**src/rtl/acd_pkg.sv**
```systemverilog
// Constants, register map and opcode decoding for the command class decoder
// How it works
// - Busy or data request held until completion
// - Busy falling edge raises the interrupt request
// - Only reset, link reset or software reset aborts
// - Status read, reset, opcode write clear interrupt
// - PIO in moves 512-byte sectors to host
// - PIO out takes 512-byte sectors from host
// - Non-data commands have no data phase
// - DMA class moves blocks by DMA
// - Queued commands move blocks by DMA, length from feature
// - Count bit 7 carries queued priority
// - Priority is only a soft preference
// - Opcode B4 sanitize family is non-data for four feature codes, other features unknown
// - Opcode B1 configuration family by feature
// - F8 and 27 are non-data
// - 40, 41, 42 are non-data
// - B4 feature selects the sanitize subcommand
// - Class codes one to five
package acd_pkg;

  // Register byte offsets
  localparam logic [7:0] ACD_OFF_CMD = 8'h00;
  localparam logic [7:0] ACD_OFF_FEAT = 8'h04;
  localparam logic [7:0] ACD_OFF_COUNT = 8'h08;
  localparam logic [7:0] ACD_OFF_STATUS = 8'h0c;
  localparam logic [7:0] ACD_OFF_CLASS = 8'h10;
  localparam logic [7:0] ACD_OFF_CTRL = 8'h14;
  localparam logic [7:0] ACD_OFF_ERROR = 8'h18;

  // Status register bit positions
  localparam int ACD_ST_BSY = 7;
  localparam int ACD_ST_RDY = 6;
  localparam int ACD_ST_DRQ = 3;
  localparam int ACD_ST_ERR = 0;
  // Error register abort bit, control register software reset bit
  localparam int ACD_ER_ABRT = 2;
  localparam int ACD_CT_SRST = 2;
  // Priority bit of the count field for queued commands
  localparam int ACD_PRIO_BIT = 7;
  // Class register field positions
  localparam int ACD_CL_PRIO = 3;
  localparam int ACD_CL_QUEUED = 4;
  localparam int ACD_CL_LEFT = 8;

  // Reset values
  localparam logic [15:0] ACD_RST_FIELD = 16'h0000;
  localparam logic [7:0] ACD_RST_OPCODE = 8'h00;

  // Protocol class codes
  localparam logic [2:0] ACD_CLS_NONE = 3'h0;
  localparam logic [2:0] ACD_CLS_PIO_IN = 3'h1;
  localparam logic [2:0] ACD_CLS_PIO_OUT = 3'h2;
  localparam logic [2:0] ACD_CLS_NODATA = 3'h3;
  localparam logic [2:0] ACD_CLS_DMA = 3'h4;
  localparam logic [2:0] ACD_CLS_QUEUED = 3'h5;

  // Sanitize subcommand feature codes
  localparam logic [15:0] ACD_SAN_STATUS = 16'h0000;
  localparam logic [15:0] ACD_SAN_CRYPTO = 16'h0011;
  localparam logic [15:0] ACD_SAN_OVERWRITE = 16'h0014;
  localparam logic [15:0] ACD_SAN_FREEZE = 16'h0020;
  // Configuration family feature codes (plain defaults)
  localparam logic [7:0] ACD_CFG_RESTORE = 8'hc0;
  localparam logic [7:0] ACD_CFG_FREEZE = 8'hc1;
  localparam logic [7:0] ACD_CFG_IDENTIFY = 8'hc2;
  localparam logic [7:0] ACD_CFG_SET = 8'hc3;

  // Sector geometry: 512 bytes in 32-bit words
  localparam int ACD_SECTOR_BYTES = 512;
  localparam logic [6:0] ACD_WORDS_LAST = 7'(ACD_SECTOR_BYTES / 4 - 1);

  // Internal execution time of a non-data command
  localparam int ACD_EXEC_NS = 40;
  localparam int ACD_CLK_NS = 10;
  localparam logic [3:0] ACD_EXEC_CYC = 4'((ACD_EXEC_NS + ACD_CLK_NS - 1) / ACD_CLK_NS);

  // AXI responses
  localparam logic [1:0] ACD_RESP_OKAY = 2'h0;
  localparam logic [1:0] ACD_RESP_SLVERR = 2'h2;

  // Command sequencer states
  typedef enum logic [5:0] {
    ACD_S_IDLE = 6'b000001,
    ACD_S_DECODE = 6'b000010,
    ACD_S_EXEC = 6'b000100,
    ACD_S_PIO = 6'b001000,
    ACD_S_DMA = 6'b010000,
    ACD_S_END = 6'b100000
  } acd_state_type;

endpackage : acd_pkg

```
**src/rtl/acd_command_decoder.sv**
```systemverilog
// Command class decoder with protocol handshake and AXI4-Lite registers
`timescale 1ns/1ps
`default_nettype none
module acd_command_decoder
  import acd_pkg::*;
(
  input wire logic ref_clk,
  input wire logic rst,
  // Link-side reset request
  input wire logic comReset,
  // AXI4-Lite slave
  input wire logic [7:0] s_axi_awaddr,
  input wire logic s_axi_awvalid,
  output logic s_axi_awready,
  input wire logic [31:0] s_axi_wdata,
  input wire logic [3:0] s_axi_wstrb,
  input wire logic s_axi_wvalid,
  output logic s_axi_wready,
  output logic [1:0] s_axi_bresp,
  output logic s_axi_bvalid,
  input wire logic s_axi_bready,
  input wire logic [7:0] s_axi_araddr,
  input wire logic s_axi_arvalid,
  output logic s_axi_arready,
  output logic [31:0] s_axi_rdata,
  output logic [1:0] s_axi_rresp,
  output logic s_axi_rvalid,
  input wire logic s_axi_rready,
  // Data path toward the media side
  input wire logic wordStrobe,
  output logic xferActive,
  output logic xferToHost,
  output logic xferDma,
  // Protocol flags and decoded class
  output logic busy,
  output logic dataReq,
  output logic intReq,
  output logic [2:0] cmdClass,
  output logic prioHigh
);

  // Opcode and feature to protocol class
  function automatic logic [2:0] classOf(input logic [7:0] op, input logic [15:0] feat);
    logic [2:0] c;
    c = ACD_CLS_NONE;
    unique casez (op)
      8'hec, 8'he4, 8'h2f, 8'hc4, 8'h29, 8'h20, 8'h21, 8'h24, 8'h2b: c = ACD_CLS_PIO_IN;
      8'h92, 8'h50, 8'hf6, 8'hf4, 8'hf1, 8'hf2, 8'he8, 8'h3f: c = ACD_CLS_PIO_OUT;
      8'hc5, 8'h39, 8'hce, 8'h30, 8'h31, 8'h34, 8'h3b: c = ACD_CLS_PIO_OUT;
      8'he5, 8'h98, 8'h51, 8'h90, 8'he7, 8'hea, 8'he3, 8'h97: c = ACD_CLS_NODATA;
      8'he1, 8'h95, 8'h91, 8'h63, 8'hf3, 8'hf5, 8'hef, 8'hf9: c = ACD_CLS_NODATA;
      8'h37, 8'hc6, 8'he6, 8'h99, 8'he2, 8'h96, 8'he0, 8'h94: c = ACD_CLS_NODATA;
      8'h45, 8'h1?, 8'h7?: c = ACD_CLS_NODATA;
      8'hf8, 8'h27: c = ACD_CLS_NODATA;
      8'h40, 8'h41, 8'h42: c = ACD_CLS_NODATA;
      8'hc8, 8'hc9, 8'h25, 8'h47, 8'h2a, 8'hca, 8'hcb: c = ACD_CLS_DMA;
      8'h35, 8'h3d, 8'h57, 8'h3a: c = ACD_CLS_DMA;
      8'h60, 8'h61: c = ACD_CLS_QUEUED;
      // Sanitize family, non-data for the four listed feature codes, any other feature unknown
      8'hb4: begin
        if (feat == ACD_SAN_STATUS || feat == ACD_SAN_CRYPTO ||
            feat == ACD_SAN_OVERWRITE || feat == ACD_SAN_FREEZE) begin
          c = ACD_CLS_NODATA;
        end
      end
      // Configuration family
      8'hb1: begin
        if (feat[7:0] == ACD_CFG_IDENTIFY) begin
          c = ACD_CLS_PIO_IN;
        end else if (feat[7:0] == ACD_CFG_SET) begin
          c = ACD_CLS_PIO_OUT;
        end else if (feat[7:0] == ACD_CFG_RESTORE || feat[7:0] == ACD_CFG_FREEZE) begin
          c = ACD_CLS_NODATA;
        end
      end
      // Health monitoring family, class chosen by feature
      8'hb0: begin
        unique case (feat[7:0])
          8'hd0, 8'hd1, 8'hd5: c = ACD_CLS_PIO_IN;
          8'hd6: c = ACD_CLS_PIO_OUT;
          8'hd2, 8'hd3, 8'hd4, 8'hd8, 8'hd9, 8'hda, 8'hdb: c = ACD_CLS_NODATA;
          default: c = ACD_CLS_NONE;
        endcase
      end
      default: c = ACD_CLS_NONE;
    endcase
    return c;
  endfunction : classOf

  // Register file and command state
  logic [7:0] opcode_q; // Last opcode accepted
  logic [15:0] feat_q; // Feature field
  logic [15:0] count_q; // Sector count field
  logic [2:0] class_q; // Decoded class of current command
  logic prio_q; // Queued priority class
  logic err_q; // Last command ended in error
  logic abrt_q; // Abort cause
  logic ready_q; // Device ready flag
  logic int_q; // Pending interrupt
  logic [8:0] secLeft_q; // Sectors still to move
  logic [6:0] word_q; // Word index within a sector
  logic [3:0] exec_q; // Non-data execution countdown
  acd_state_type state_q;
  acd_state_type state_d;

  // AXI write and read path holding registers
  logic awHave_q;
  logic wHave_q;
  logic [7:0] awAddr_q;
  logic [31:0] wData_q;
  logic [3:0] wStrb_q;
  logic bValid_q;
  logic [1:0] bResp_q;
  logic rValid_q;
  logic [31:0] rData_q;
  logic [1:0] rResp_q;

  // Derived strobes
  logic wrFire; // Both address and data present
  logic rdFire; // Read address taken
  logic cmdWrite; // Opcode register written
  logic srstWrite; // Software reset requested
  logic stRead; // Status register read
  logic anyReset; // Any reset of command state
  logic accept; // Command accepted
  logic sectorEnd; // Last word of a sector seen
  logic lastSector; // Current sector is the final one
  logic busyFall; // Busy about to drop in a command
  logic [2:0] newClass; // Class of opcode being written

  assign wrFire = awHave_q && wHave_q && !bValid_q;
  assign rdFire = s_axi_arvalid && s_axi_arready;
  assign cmdWrite = wrFire && awAddr_q == ACD_OFF_CMD && wStrb_q[0];
  assign srstWrite = wrFire && awAddr_q == ACD_OFF_CTRL && wStrb_q[0] && wData_q[ACD_CT_SRST];
  assign stRead = rdFire && s_axi_araddr == ACD_OFF_STATUS;
  // Only reset, link reset and software reset end a running command
  assign anyReset = rst || comReset || srstWrite;
  // Opcode writes outside idle are dropped, host must wait for idle and ready
  assign accept = cmdWrite && state_q == ACD_S_IDLE && ready_q;
  assign newClass = classOf(wData_q[7:0], feat_q);
  assign sectorEnd = wordStrobe && word_q == ACD_WORDS_LAST;
  assign lastSector = secLeft_q == 9'h001;
  assign busyFall = state_q == ACD_S_END || (state_q == ACD_S_DECODE && state_d == ACD_S_PIO);

  // AXI handshake outputs
  assign s_axi_awready = !awHave_q;
  assign s_axi_wready = !wHave_q;
  assign s_axi_bvalid = bValid_q;
  assign s_axi_bresp = bResp_q;
  assign s_axi_arready = !rValid_q;
  assign s_axi_rvalid = rValid_q;
  assign s_axi_rdata = rData_q;
  assign s_axi_rresp = rResp_q;

  // Write address and data capture, in either order
  always_ff @(posedge ref_clk) begin
    if (rst) begin
      awHave_q <= 1'b0;
      wHave_q <= 1'b0;
      awAddr_q <= 8'h00;
      wData_q <= 32'h00000000;
      wStrb_q <= 4'h0;
    end else begin
      // Address channel
      if (s_axi_awvalid && s_axi_awready) begin
        awHave_q <= 1'b1;
        awAddr_q <= s_axi_awaddr;
      end else if (wrFire) begin
        awHave_q <= 1'b0;
      end
      // Data channel
      if (s_axi_wvalid && s_axi_wready) begin
        wHave_q <= 1'b1;
        wData_q <= s_axi_wdata;
        wStrb_q <= s_axi_wstrb;
      end else if (wrFire) begin
        wHave_q <= 1'b0;
      end
    end
  end

  // Write response
  always_ff @(posedge ref_clk) begin
    if (rst) begin
      bValid_q <= 1'b0;
      bResp_q <= ACD_RESP_OKAY;
    end else if (wrFire) begin
      bValid_q <= 1'b1;
      // Read-only and unmapped offsets answer with an error
      if (awAddr_q == ACD_OFF_CMD || awAddr_q == ACD_OFF_FEAT || awAddr_q == ACD_OFF_COUNT ||
          awAddr_q == ACD_OFF_CTRL) begin
        bResp_q <= ACD_RESP_OKAY;
      end else begin
        bResp_q <= ACD_RESP_SLVERR;
      end
    end else if (s_axi_bready) begin
      bValid_q <= 1'b0;
    end
  end

  // Read data path
  always_ff @(posedge ref_clk) begin
    if (rst) begin
      rValid_q <= 1'b0;
      rData_q <= 32'h00000000;
      rResp_q <= ACD_RESP_OKAY;
    end else if (rdFire) begin
      rValid_q <= 1'b1;
      rResp_q <= ACD_RESP_OKAY;
      rData_q <= 32'h00000000;
      unique case (s_axi_araddr)
        ACD_OFF_CMD: rData_q[7:0] <= opcode_q;
        ACD_OFF_FEAT: rData_q[15:0] <= feat_q;
        ACD_OFF_COUNT: rData_q[15:0] <= count_q;
        ACD_OFF_STATUS: begin
          rData_q[ACD_ST_BSY] <= busy;
          rData_q[ACD_ST_RDY] <= ready_q;
          rData_q[ACD_ST_DRQ] <= dataReq;
          rData_q[ACD_ST_ERR] <= err_q;
        end
        ACD_OFF_CLASS: begin
          rData_q[2:0] <= class_q;
          rData_q[ACD_CL_PRIO] <= prio_q;
          rData_q[ACD_CL_QUEUED] <= class_q == ACD_CLS_QUEUED && state_q != ACD_S_IDLE;
          rData_q[ACD_CL_LEFT +: 9] <= secLeft_q;
        end
        ACD_OFF_CTRL: rData_q <= 32'h00000000;
        ACD_OFF_ERROR: rData_q[ACD_ER_ABRT] <= abrt_q;
        default: rResp_q <= ACD_RESP_SLVERR;
      endcase
    end else if (s_axi_rready) begin
      rValid_q <= 1'b0;
    end
  end

  // Feature and count fields, writable only while idle
  always_ff @(posedge ref_clk) begin
    if (rst) begin
      feat_q <= ACD_RST_FIELD;
      count_q <= ACD_RST_FIELD;
    end else if (wrFire && state_q == ACD_S_IDLE) begin
      if (awAddr_q == ACD_OFF_FEAT) begin
        if (wStrb_q[0]) feat_q[7:0] <= wData_q[7:0];
        if (wStrb_q[1]) feat_q[15:8] <= wData_q[15:8];
      end
      if (awAddr_q == ACD_OFF_COUNT) begin
        if (wStrb_q[0]) count_q[7:0] <= wData_q[7:0];
        if (wStrb_q[1]) count_q[15:8] <= wData_q[15:8];
      end
    end
  end

  // Device ready rises the cycle after any reset ends
  always_ff @(posedge ref_clk) begin
    if (anyReset) begin
      ready_q <= 1'b0;
    end else begin
      ready_q <= 1'b1;
    end
  end

  // Sequencer next state
  always_comb begin
    state_d = state_q;
    unique case (state_q)
      ACD_S_IDLE: if (accept) state_d = ACD_S_DECODE;
      ACD_S_DECODE: begin
        unique case (class_q)
          ACD_CLS_PIO_IN, ACD_CLS_PIO_OUT: state_d = ACD_S_PIO;
          ACD_CLS_NODATA: state_d = ACD_S_EXEC;
          ACD_CLS_DMA, ACD_CLS_QUEUED: state_d = ACD_S_DMA;
          default: state_d = ACD_S_END;
        endcase
      end
      ACD_S_EXEC: if (exec_q == 4'h1) state_d = ACD_S_END;
      ACD_S_PIO, ACD_S_DMA: if (sectorEnd && lastSector) state_d = ACD_S_END;
      ACD_S_END: state_d = ACD_S_IDLE;
      default: state_d = ACD_S_IDLE;
    endcase
  end

  // Sequencer state register
  always_ff @(posedge ref_clk) begin
    if (anyReset) begin
      state_q <= ACD_S_IDLE;
    end else begin
      state_q <= state_d;
    end
  end

  // Command capture and decoding at acceptance
  always_ff @(posedge ref_clk) begin
    if (anyReset) begin
      opcode_q <= ACD_RST_OPCODE;
      class_q <= ACD_CLS_NONE;
      prio_q <= 1'b0;
      err_q <= 1'b0;
      abrt_q <= 1'b0;
    end else if (accept) begin
      opcode_q <= wData_q[7:0];
      class_q <= newClass;
      prio_q <= newClass == ACD_CLS_QUEUED && count_q[ACD_PRIO_BIT];
      err_q <= newClass == ACD_CLS_NONE;
      abrt_q <= newClass == ACD_CLS_NONE;
    end
  end

  // Transfer length: sectors from count, zero meaning 256; queued uses feature
  always_ff @(posedge ref_clk) begin
    if (anyReset) begin
      secLeft_q <= 9'h000;
      word_q <= 7'h00;
    end else if (accept) begin
      word_q <= 7'h00;
      if (newClass == ACD_CLS_QUEUED) begin
        secLeft_q <= (feat_q[7:0] == 8'h00) ? 9'h100 : {1'b0, feat_q[7:0]};
      end else begin
        secLeft_q <= (count_q[7:0] == 8'h00) ? 9'h100 : {1'b0, count_q[7:0]};
      end
    end else if ((state_q == ACD_S_PIO || state_q == ACD_S_DMA) && wordStrobe) begin
      // One 32-bit word per strobe, 128 per sector
      word_q <= 7'(word_q + 7'h01);
      if (sectorEnd) begin
        secLeft_q <= 9'(secLeft_q - 9'h001);
      end
    end
  end

  // Non-data execution countdown
  always_ff @(posedge ref_clk) begin
    if (anyReset) begin
      exec_q <= 4'h0;
    end else if (state_q == ACD_S_DECODE) begin
      exec_q <= ACD_EXEC_CYC;
    end else if (state_q == ACD_S_EXEC) begin
      exec_q <= 4'(exec_q - 4'h1);
    end
  end

  // Pending interrupt: busy falling sets it, status read or opcode write clears; set wins
  always_ff @(posedge ref_clk) begin
    if (anyReset) begin
      int_q <= 1'b0;
    end else if (busyFall) begin
      int_q <= 1'b1;
    end else if (stRead || cmdWrite) begin
      int_q <= 1'b0;
    end
  end

  // Busy through decode, execution, DMA and end; request while PIO data moves
  assign busy = state_q == ACD_S_DECODE || state_q == ACD_S_EXEC ||
                state_q == ACD_S_DMA || state_q == ACD_S_END;
  assign dataReq = state_q == ACD_S_PIO;
  assign intReq = int_q;
  // Transfer window, no window at all for non-data or aborted commands
  assign xferActive = state_q == ACD_S_PIO || state_q == ACD_S_DMA;
  assign xferToHost = class_q == ACD_CLS_PIO_IN || ((class_q == ACD_CLS_DMA ||
                      class_q == ACD_CLS_QUEUED) && !opcode_q[0]);
  assign xferDma = state_q == ACD_S_DMA;
  assign cmdClass = class_q;
  // Priority is reported only, one command runs at a time so order is kept
  assign prioHigh = prio_q;

endmodule : acd_command_decoder
`default_nettype wire

```
**config.mk**
```make
export PLATFORM = sky130hd
export DESIGN_NAME = acd_command_decoder
export DESIGN_NICKNAME = d
export VERILOG_FILES = /design/src/rtl/acd_pkg.sv /design/src/rtl/acd_command_decoder.sv
export SDC_FILE = /design/constraint.sdc
export NUM_CORES = 1
export LEC_CHECK = 0
export CORE_AREA = 4 4 114 116
export CTS_CLUSTER_SIZE = 28
export DETAILED_ROUTE_END_ITERATION = 7
export DIE_AREA = 0 0 118 120
export DONT_BUFFER_PORTS = 1
export PLACE_DENSITY = 0.76
export SLEW_MARGIN = 20
export SYNTH_ARGS = -nofsm -noshare
export SYNTH_HDL_FRONTEND = slang
export SYNTH_SLANG_ARGS = --single-unit
```
**constraint.sdc**
```tcl
create_clock -name ref_clk -period 2.4 [get_ports ref_clk]
set_input_delay 0.48 -clock ref_clk [delete_from_list [all_inputs] [get_ports ref_clk]]
set_output_delay 0.48 -clock ref_clk [all_outputs]
set_load 0.005 [all_outputs]
```
# Word-level counts from Yosys, hierarchy flattened
# Cells that the tools add are included.
dict set report totals {
  regBits 124
  in_bits 61
  output_inout_bits 51
  elab_cells 259
}
dict set report op_classes {
  add_sub_neg 3
  n_eq_ne 116
  n_mux 40
  n_reduce_logical 75
}
# cell n
set op_table {}
lappend op_table {{equality test 8 bit, second input constant} 55}
lappend op_table {{equality test 8 x 6 -> 1 bit, second input constant} 19}
lappend op_table {{equality test 8 x 7 -> 1 bit, second input constant} 11}
lappend op_table {{two-way mux 9 bit} 6}
lappend op_table {{equality test 16 x 5 -> 1 bit, second input constant} 2}
lappend op_table {{equality test 8 x 5 -> 1 bit, second input constant} 4}
lappend op_table {{logical NOT 8 bit} 4}
lappend op_table {{OR reduction 32 bit} 1}
lappend op_table {{equality test 8 x 4 -> 1 bit, second input constant} 3}
lappend op_table {{one-hot mux 3 bit (8 select lines)} 1}
lappend op_table {{one-hot mux 6 bit (4 select lines)} 1}
lappend op_table {{one-hot mux 8 bit (3 select lines)} 1}
lappend op_table {{logical AND 1 bit} 21}
lappend op_table {{two-way mux 6 bit} 3}
lappend op_table {{one-hot mux 6 bit (3 select lines)} 1}
lappend op_table {{logical OR 1 bit} 17}
lappend op_table {{equality test 16 x 6 -> 1 bit, second input constant} 1}
lappend op_table {{equality test 8 x 3 -> 1 bit, second input constant} 2}
lappend op_table {{logical NOT 16 bit} 1}
lappend op_table {{nonzero test 2 bit} 8}
lappend op_table {{one-hot mux 1 bit (5 select lines)} 3}
lappend op_table {{OR reduction 15 bit} 1}
lappend op_table {{OR reduction 7 bit} 2}
lappend op_table {{equality test 6 x 4 -> 1 bit, second input constant} 2}
lappend op_table {{31 further kinds} 64}

# Depth between registers and ports, before layout
dict set report depth {
  depth_word 12
  mapped_depth 9
  ltp_nobuf 8
}

# Worst setup path before layout
# Ideal clock, no wire load.
dict set report synth_path {
  path_kind {reg-to-reg}
  from {register wData_q[5]}
  to {register abrt_q}
  setup_time_ns 0.084
  arrival_time_ns 1.973
  required_time_ns 2.316
  slack_ns 0.343
  stages_incl_launch_ff 8
  n_path_buf 1
  period_less_slack_ns 2.057
  cell_sequence {dfxtp_1 buf_2 and4b_1 nand2_1 o31ai_1 or4_1 or4b_1 o31ai_2}
}
dict set report synth_via {
  elab_chain_cells 4
  word_cells_on_any_way 79
  cone_classes {eq/ne: 72; mux: 1; reduce/logical: 6}
}
# item line
set synth_rtl {}
lappend synth_rtl {{from (decl)} acd_command_decoder.sv:110} ;# logic [31:0] wData_q;
lappend synth_rtl {{from (signal assigned)} acd_command_decoder.sv:174} ;# wData_q <= s_axi_wdata;
lappend synth_rtl {{equality test 8 x 7 -> 1 bit, or another cell as far along} acd_command_decoder.sv:46} ;# unique casez (op)
lappend synth_rtl {{OR reduction 32 bit (no source line), or another cell as far along} --}
lappend synth_rtl {{one-hot mux 3 bit (8 select lines) *} acd_command_decoder.sv:46}
lappend synth_rtl {{logical NOT 3 bit *} acd_command_decoder.sv:304} ;# abrt_q <= newClass == ACD_CLS_NONE;
lappend synth_rtl {{to (signal assigned)} acd_command_decoder.sv:298} ;# abrt_q <= 1'b0;
lappend synth_rtl {{to (signal assigned)} acd_command_decoder.sv:304}
lappend synth_rtl {{to (decl)} acd_command_decoder.sv:97} ;# logic abrt_q;
# Every way passes the cells marked *; elsewhere a longest branch is shown, timed or not.
# A chain may end at the register's enable or synchronous reset.

# Worst setup path in the final report
# Ends and elaborated chain as after synthesis.

==> flow_summary.ini <==
[timing]
rsz0062_at_grt = false
achievable-frequency_ghz = 0.439
fin_crit_ns = 2.28
setup_viol = 0
hold_violations = 0
fin_skew_ns = 0.00617
final.setup.worst_slack_ns = 0.122
tns_ns = 0
finalCritPeriodShare_pct = 94.9
slew_viol_final = 0
worstMarginPinSlew_ns = 0.787
slew_headroom_pct = 47.2

[global_routing]
antenna_found_initial = 0
grt_max_degree = 83
grt.overflow.total = 0
grt_usage_pct = 24.8
grt_pass1_wl_um = 28800
grt_pass1_vias = 5712

[worst_setup_path]
cp.required_ns = 2.73
path_buf_inv = 1
cp-start-kind = flop
reg2reg_depth = 7
critical-path-top-delay-family = simple AND/OR/NAND/NOR gates
rr_startpoint = wData_q[5]
reg2reg_slack_ns = 0.12
slowest_stage = or4b_1
cp_max_fo = 11
worstPathArrival_ns = 2.61
reg2reg_to = abrt_q
cpPeakStageDelay_ns = 0.54
endpoint_kind = flop
crit_chain = and4b_1 -> nand2_1 -> nor4b_1 -> buf_4 -> or4_4 -> or4b_1 -> o31ai_2
crit_type = flop to flop

[route]
drtIter0Drc = 781
wl_met3_um = 1640
top_layer = met4
via_per_inst = 6.14
wl_per_cell_um = 17.8
num_vias = 6050
drtAntennaViolNets = 0
totalWireLength_um = 17600
dr_wl_met2_um = 8110
wl_met1_um = 7570
drcViolationCount = 0
firstDrtPassIters = 6

[cells_and_area]
drive_gt1_share_pct = 12.8
num_antenna_cells = 0
syn_to_final_growth_pct = 16.1
nets = 891

[yosys]
yosysSeqAreaShare_pct = 38.0
syn-instance-count = 809
synth_area_sq_um = 6430
synth-seq-cells = 122
ys_warn_count = 0
yosysUniqueCellTypes = 66
syn_avg_cell_area_sq_um = 7.95
synth_edf_count = 0
ys.flop_type = dfxtp_1
async_reset_ff_share_pct = 0

[clock_network]
clk_latency_ns = 0.41
cts_hold_buf = 0
ctsLongestPathBuffers = 2
cts_made_buffers = 17
htree_levels = 4
clock-sinks = 122
clkTransAtPathRegs_ns = 0.06
cts-root-buf = clkbuf_16
cts_tree = built

[min_path]
hold_path.class = primary input to flop
holdPathEnd = wData_q[4]
hp-start = rst
min_path_cells = 1

[floorplanning]
fp-row-count = 40
ios = 112
initial_core_util_pct = 54.0
coreArea_sq_um = 11900
die_w_um = 118
die-area_sq_um = 14200
die_y_um = 120

[status]
status = complete, no violations

[placed_design]
io_buffers = 0
dp_slack_ns = 0.0239
place.gp.congestion = 0.913
dp_hpwl_um = 12300

[power_and_ir_drop]
powerDensity_nw_per_um2 = 722
irDropWorstVdd_mv = 0.758
cellLeakagePower_uw = 0.00275

[flow_run]
maxCapViolCount = 0
[logic make-up after synthesis]
group,share of synthesized area [%]
and+or+nand+nor,27.4
AOI/OAI and AO/OA,15.7
DFF,38.0
buffers and inverters,7.16
muxes,7.72
xor gates and xnor gates,2.86
adders and majority gates,1.13
other,0.0583
[worst reg2reg max path: cells and delay by family (launching register included)]
kind,cells,cell delay [ns]
buf+inv,1,0.13
flops,1,0.43
compound gates,1,0.17
simple gates,5,1.46
[layout by cell type (no fill, tap or decap), types with 5 or more instances in the layout]
cell         n
buf_4       58
nand4_1     15
or3_1        5
nor2b_1     13
bufinv_16    7
nand2_1    110
a211oi_1    19
nor4_1      15
xor2_1       9
nor2_1     109
clkbuf_16   17
ha_1         5
conb_1      17
inv_1       16
nand3_1     21
a222oi_1    10
nand3b_1     8
nand2b_1    10
a21oi_1     61
and3_1       6
mux2i_1     44
dfxtp_2      6
dfxtp_1    116
nor3_1      18
o21ai_0     17
a2bb2oi_1    9
xnor2_1     12
[cells in the mapped netlist (all sizes together), types with 5 or more instances]
cell type	count	area, sq um
xor2	9	78.8
clkbuf	36	135
or4	5	41.3
ha	5	62.6
nor2	109	409
nand2b	10	62.6
a2bb2oi	9	78.8
nand4	15	93.8
nor3	18	90.1
nand2	110	413
a222oi	10	100
or3	5	31.3
xnor2	12	105
buf	44	265
mux2i	44	440
nand3b	8	60.1
dfxtp	122	2440
nor4	15	93.8
a211oi	19	143
inv	16	60.1
nor2b	13	81.3
o31ai	5	47.5
o21ai	17	85.1
nand3	21	105
a21oi	61	305
and3	6	37.5
[cell type report]
cell class / instances / area (sq um)
fillers: 1017 / 4450
multi-input cells: 607 / 3590
flip-flops and latches: 122 / 2450
repair buffers: 61 / 495
clock buffers: 19 / 433
clock inverters: 13 / 248
well taps: 147 / 184
inverters: 16 / 60.1
[stage by stage]
step                      instance area, sq um  hold slack [ns]  utilization [%]  cells  total power, uW
after CTS                                 7450            0.123             62.6    985             5400
after detailed placement                  6770            0.450             56.8    953             2470
final                                     7460            0.134             62.7    985             5390
after floorplan                           6490            0.427                -    825             2400
after global placement                    6770            0.435             56.8    953             2460
after global routing                      7460            0.120             62.7    985             5550
[report_power, final]
group | internal [uW] | switching (uW) | total, uW
sequential | 2070 | 59.3 | 2130
clock | 2050 | 904 | 2950
combinational | 138 | 171 | 309
total | 4250 | 1130 | 5390
[metal layers]
layer / vias up / track usage (%)
met5: - / 0
met4: 0 / 6.74
met3: 27 / 6.79
met2: 298 / 40.3
met1: 2848 / 32.6
li1: 2877 / -
[timing repair]
| action | in CTS | in global routing |
|---|---|---|
| gates resized for setup | 0 | 7 |
| setup buffers | 0 | 0 |
| hold endpoints to repair | 0 | 0 |
| endpoints found under the setup margin | 0 | 5 |
[sequential cells by signal, indices dropped and copies added, names as in the netlist, 7 cells and up]
register,cells
wData_q,16
word_q,7
opcode_q,8
feat_q,16
awAddr_q,8
secLeft_q,9
s_axi_rdata,17
count_q,16
[worst max-delay path by stage]
stage | start | endpoint | slack (ns) | cells after the start
final | wData_q[5] | abrt_q | 0.12 | 7
after global placement | wData_q[3] | cmdClass[1] | 0.05 | 8
after CTS | wData_q[3] | cmdClass[1] | 0.008 | 8
after detailed placement | wData_q[3] | cmdClass[1] | 0.02 | 8
after floorplan | wData_q[5] | abrt_q | 0.34 | 7
after global routing | wData_q[5] | abrt_q | 0.02 | 7
Note: power is estimated with default switching activity, not from simulation.
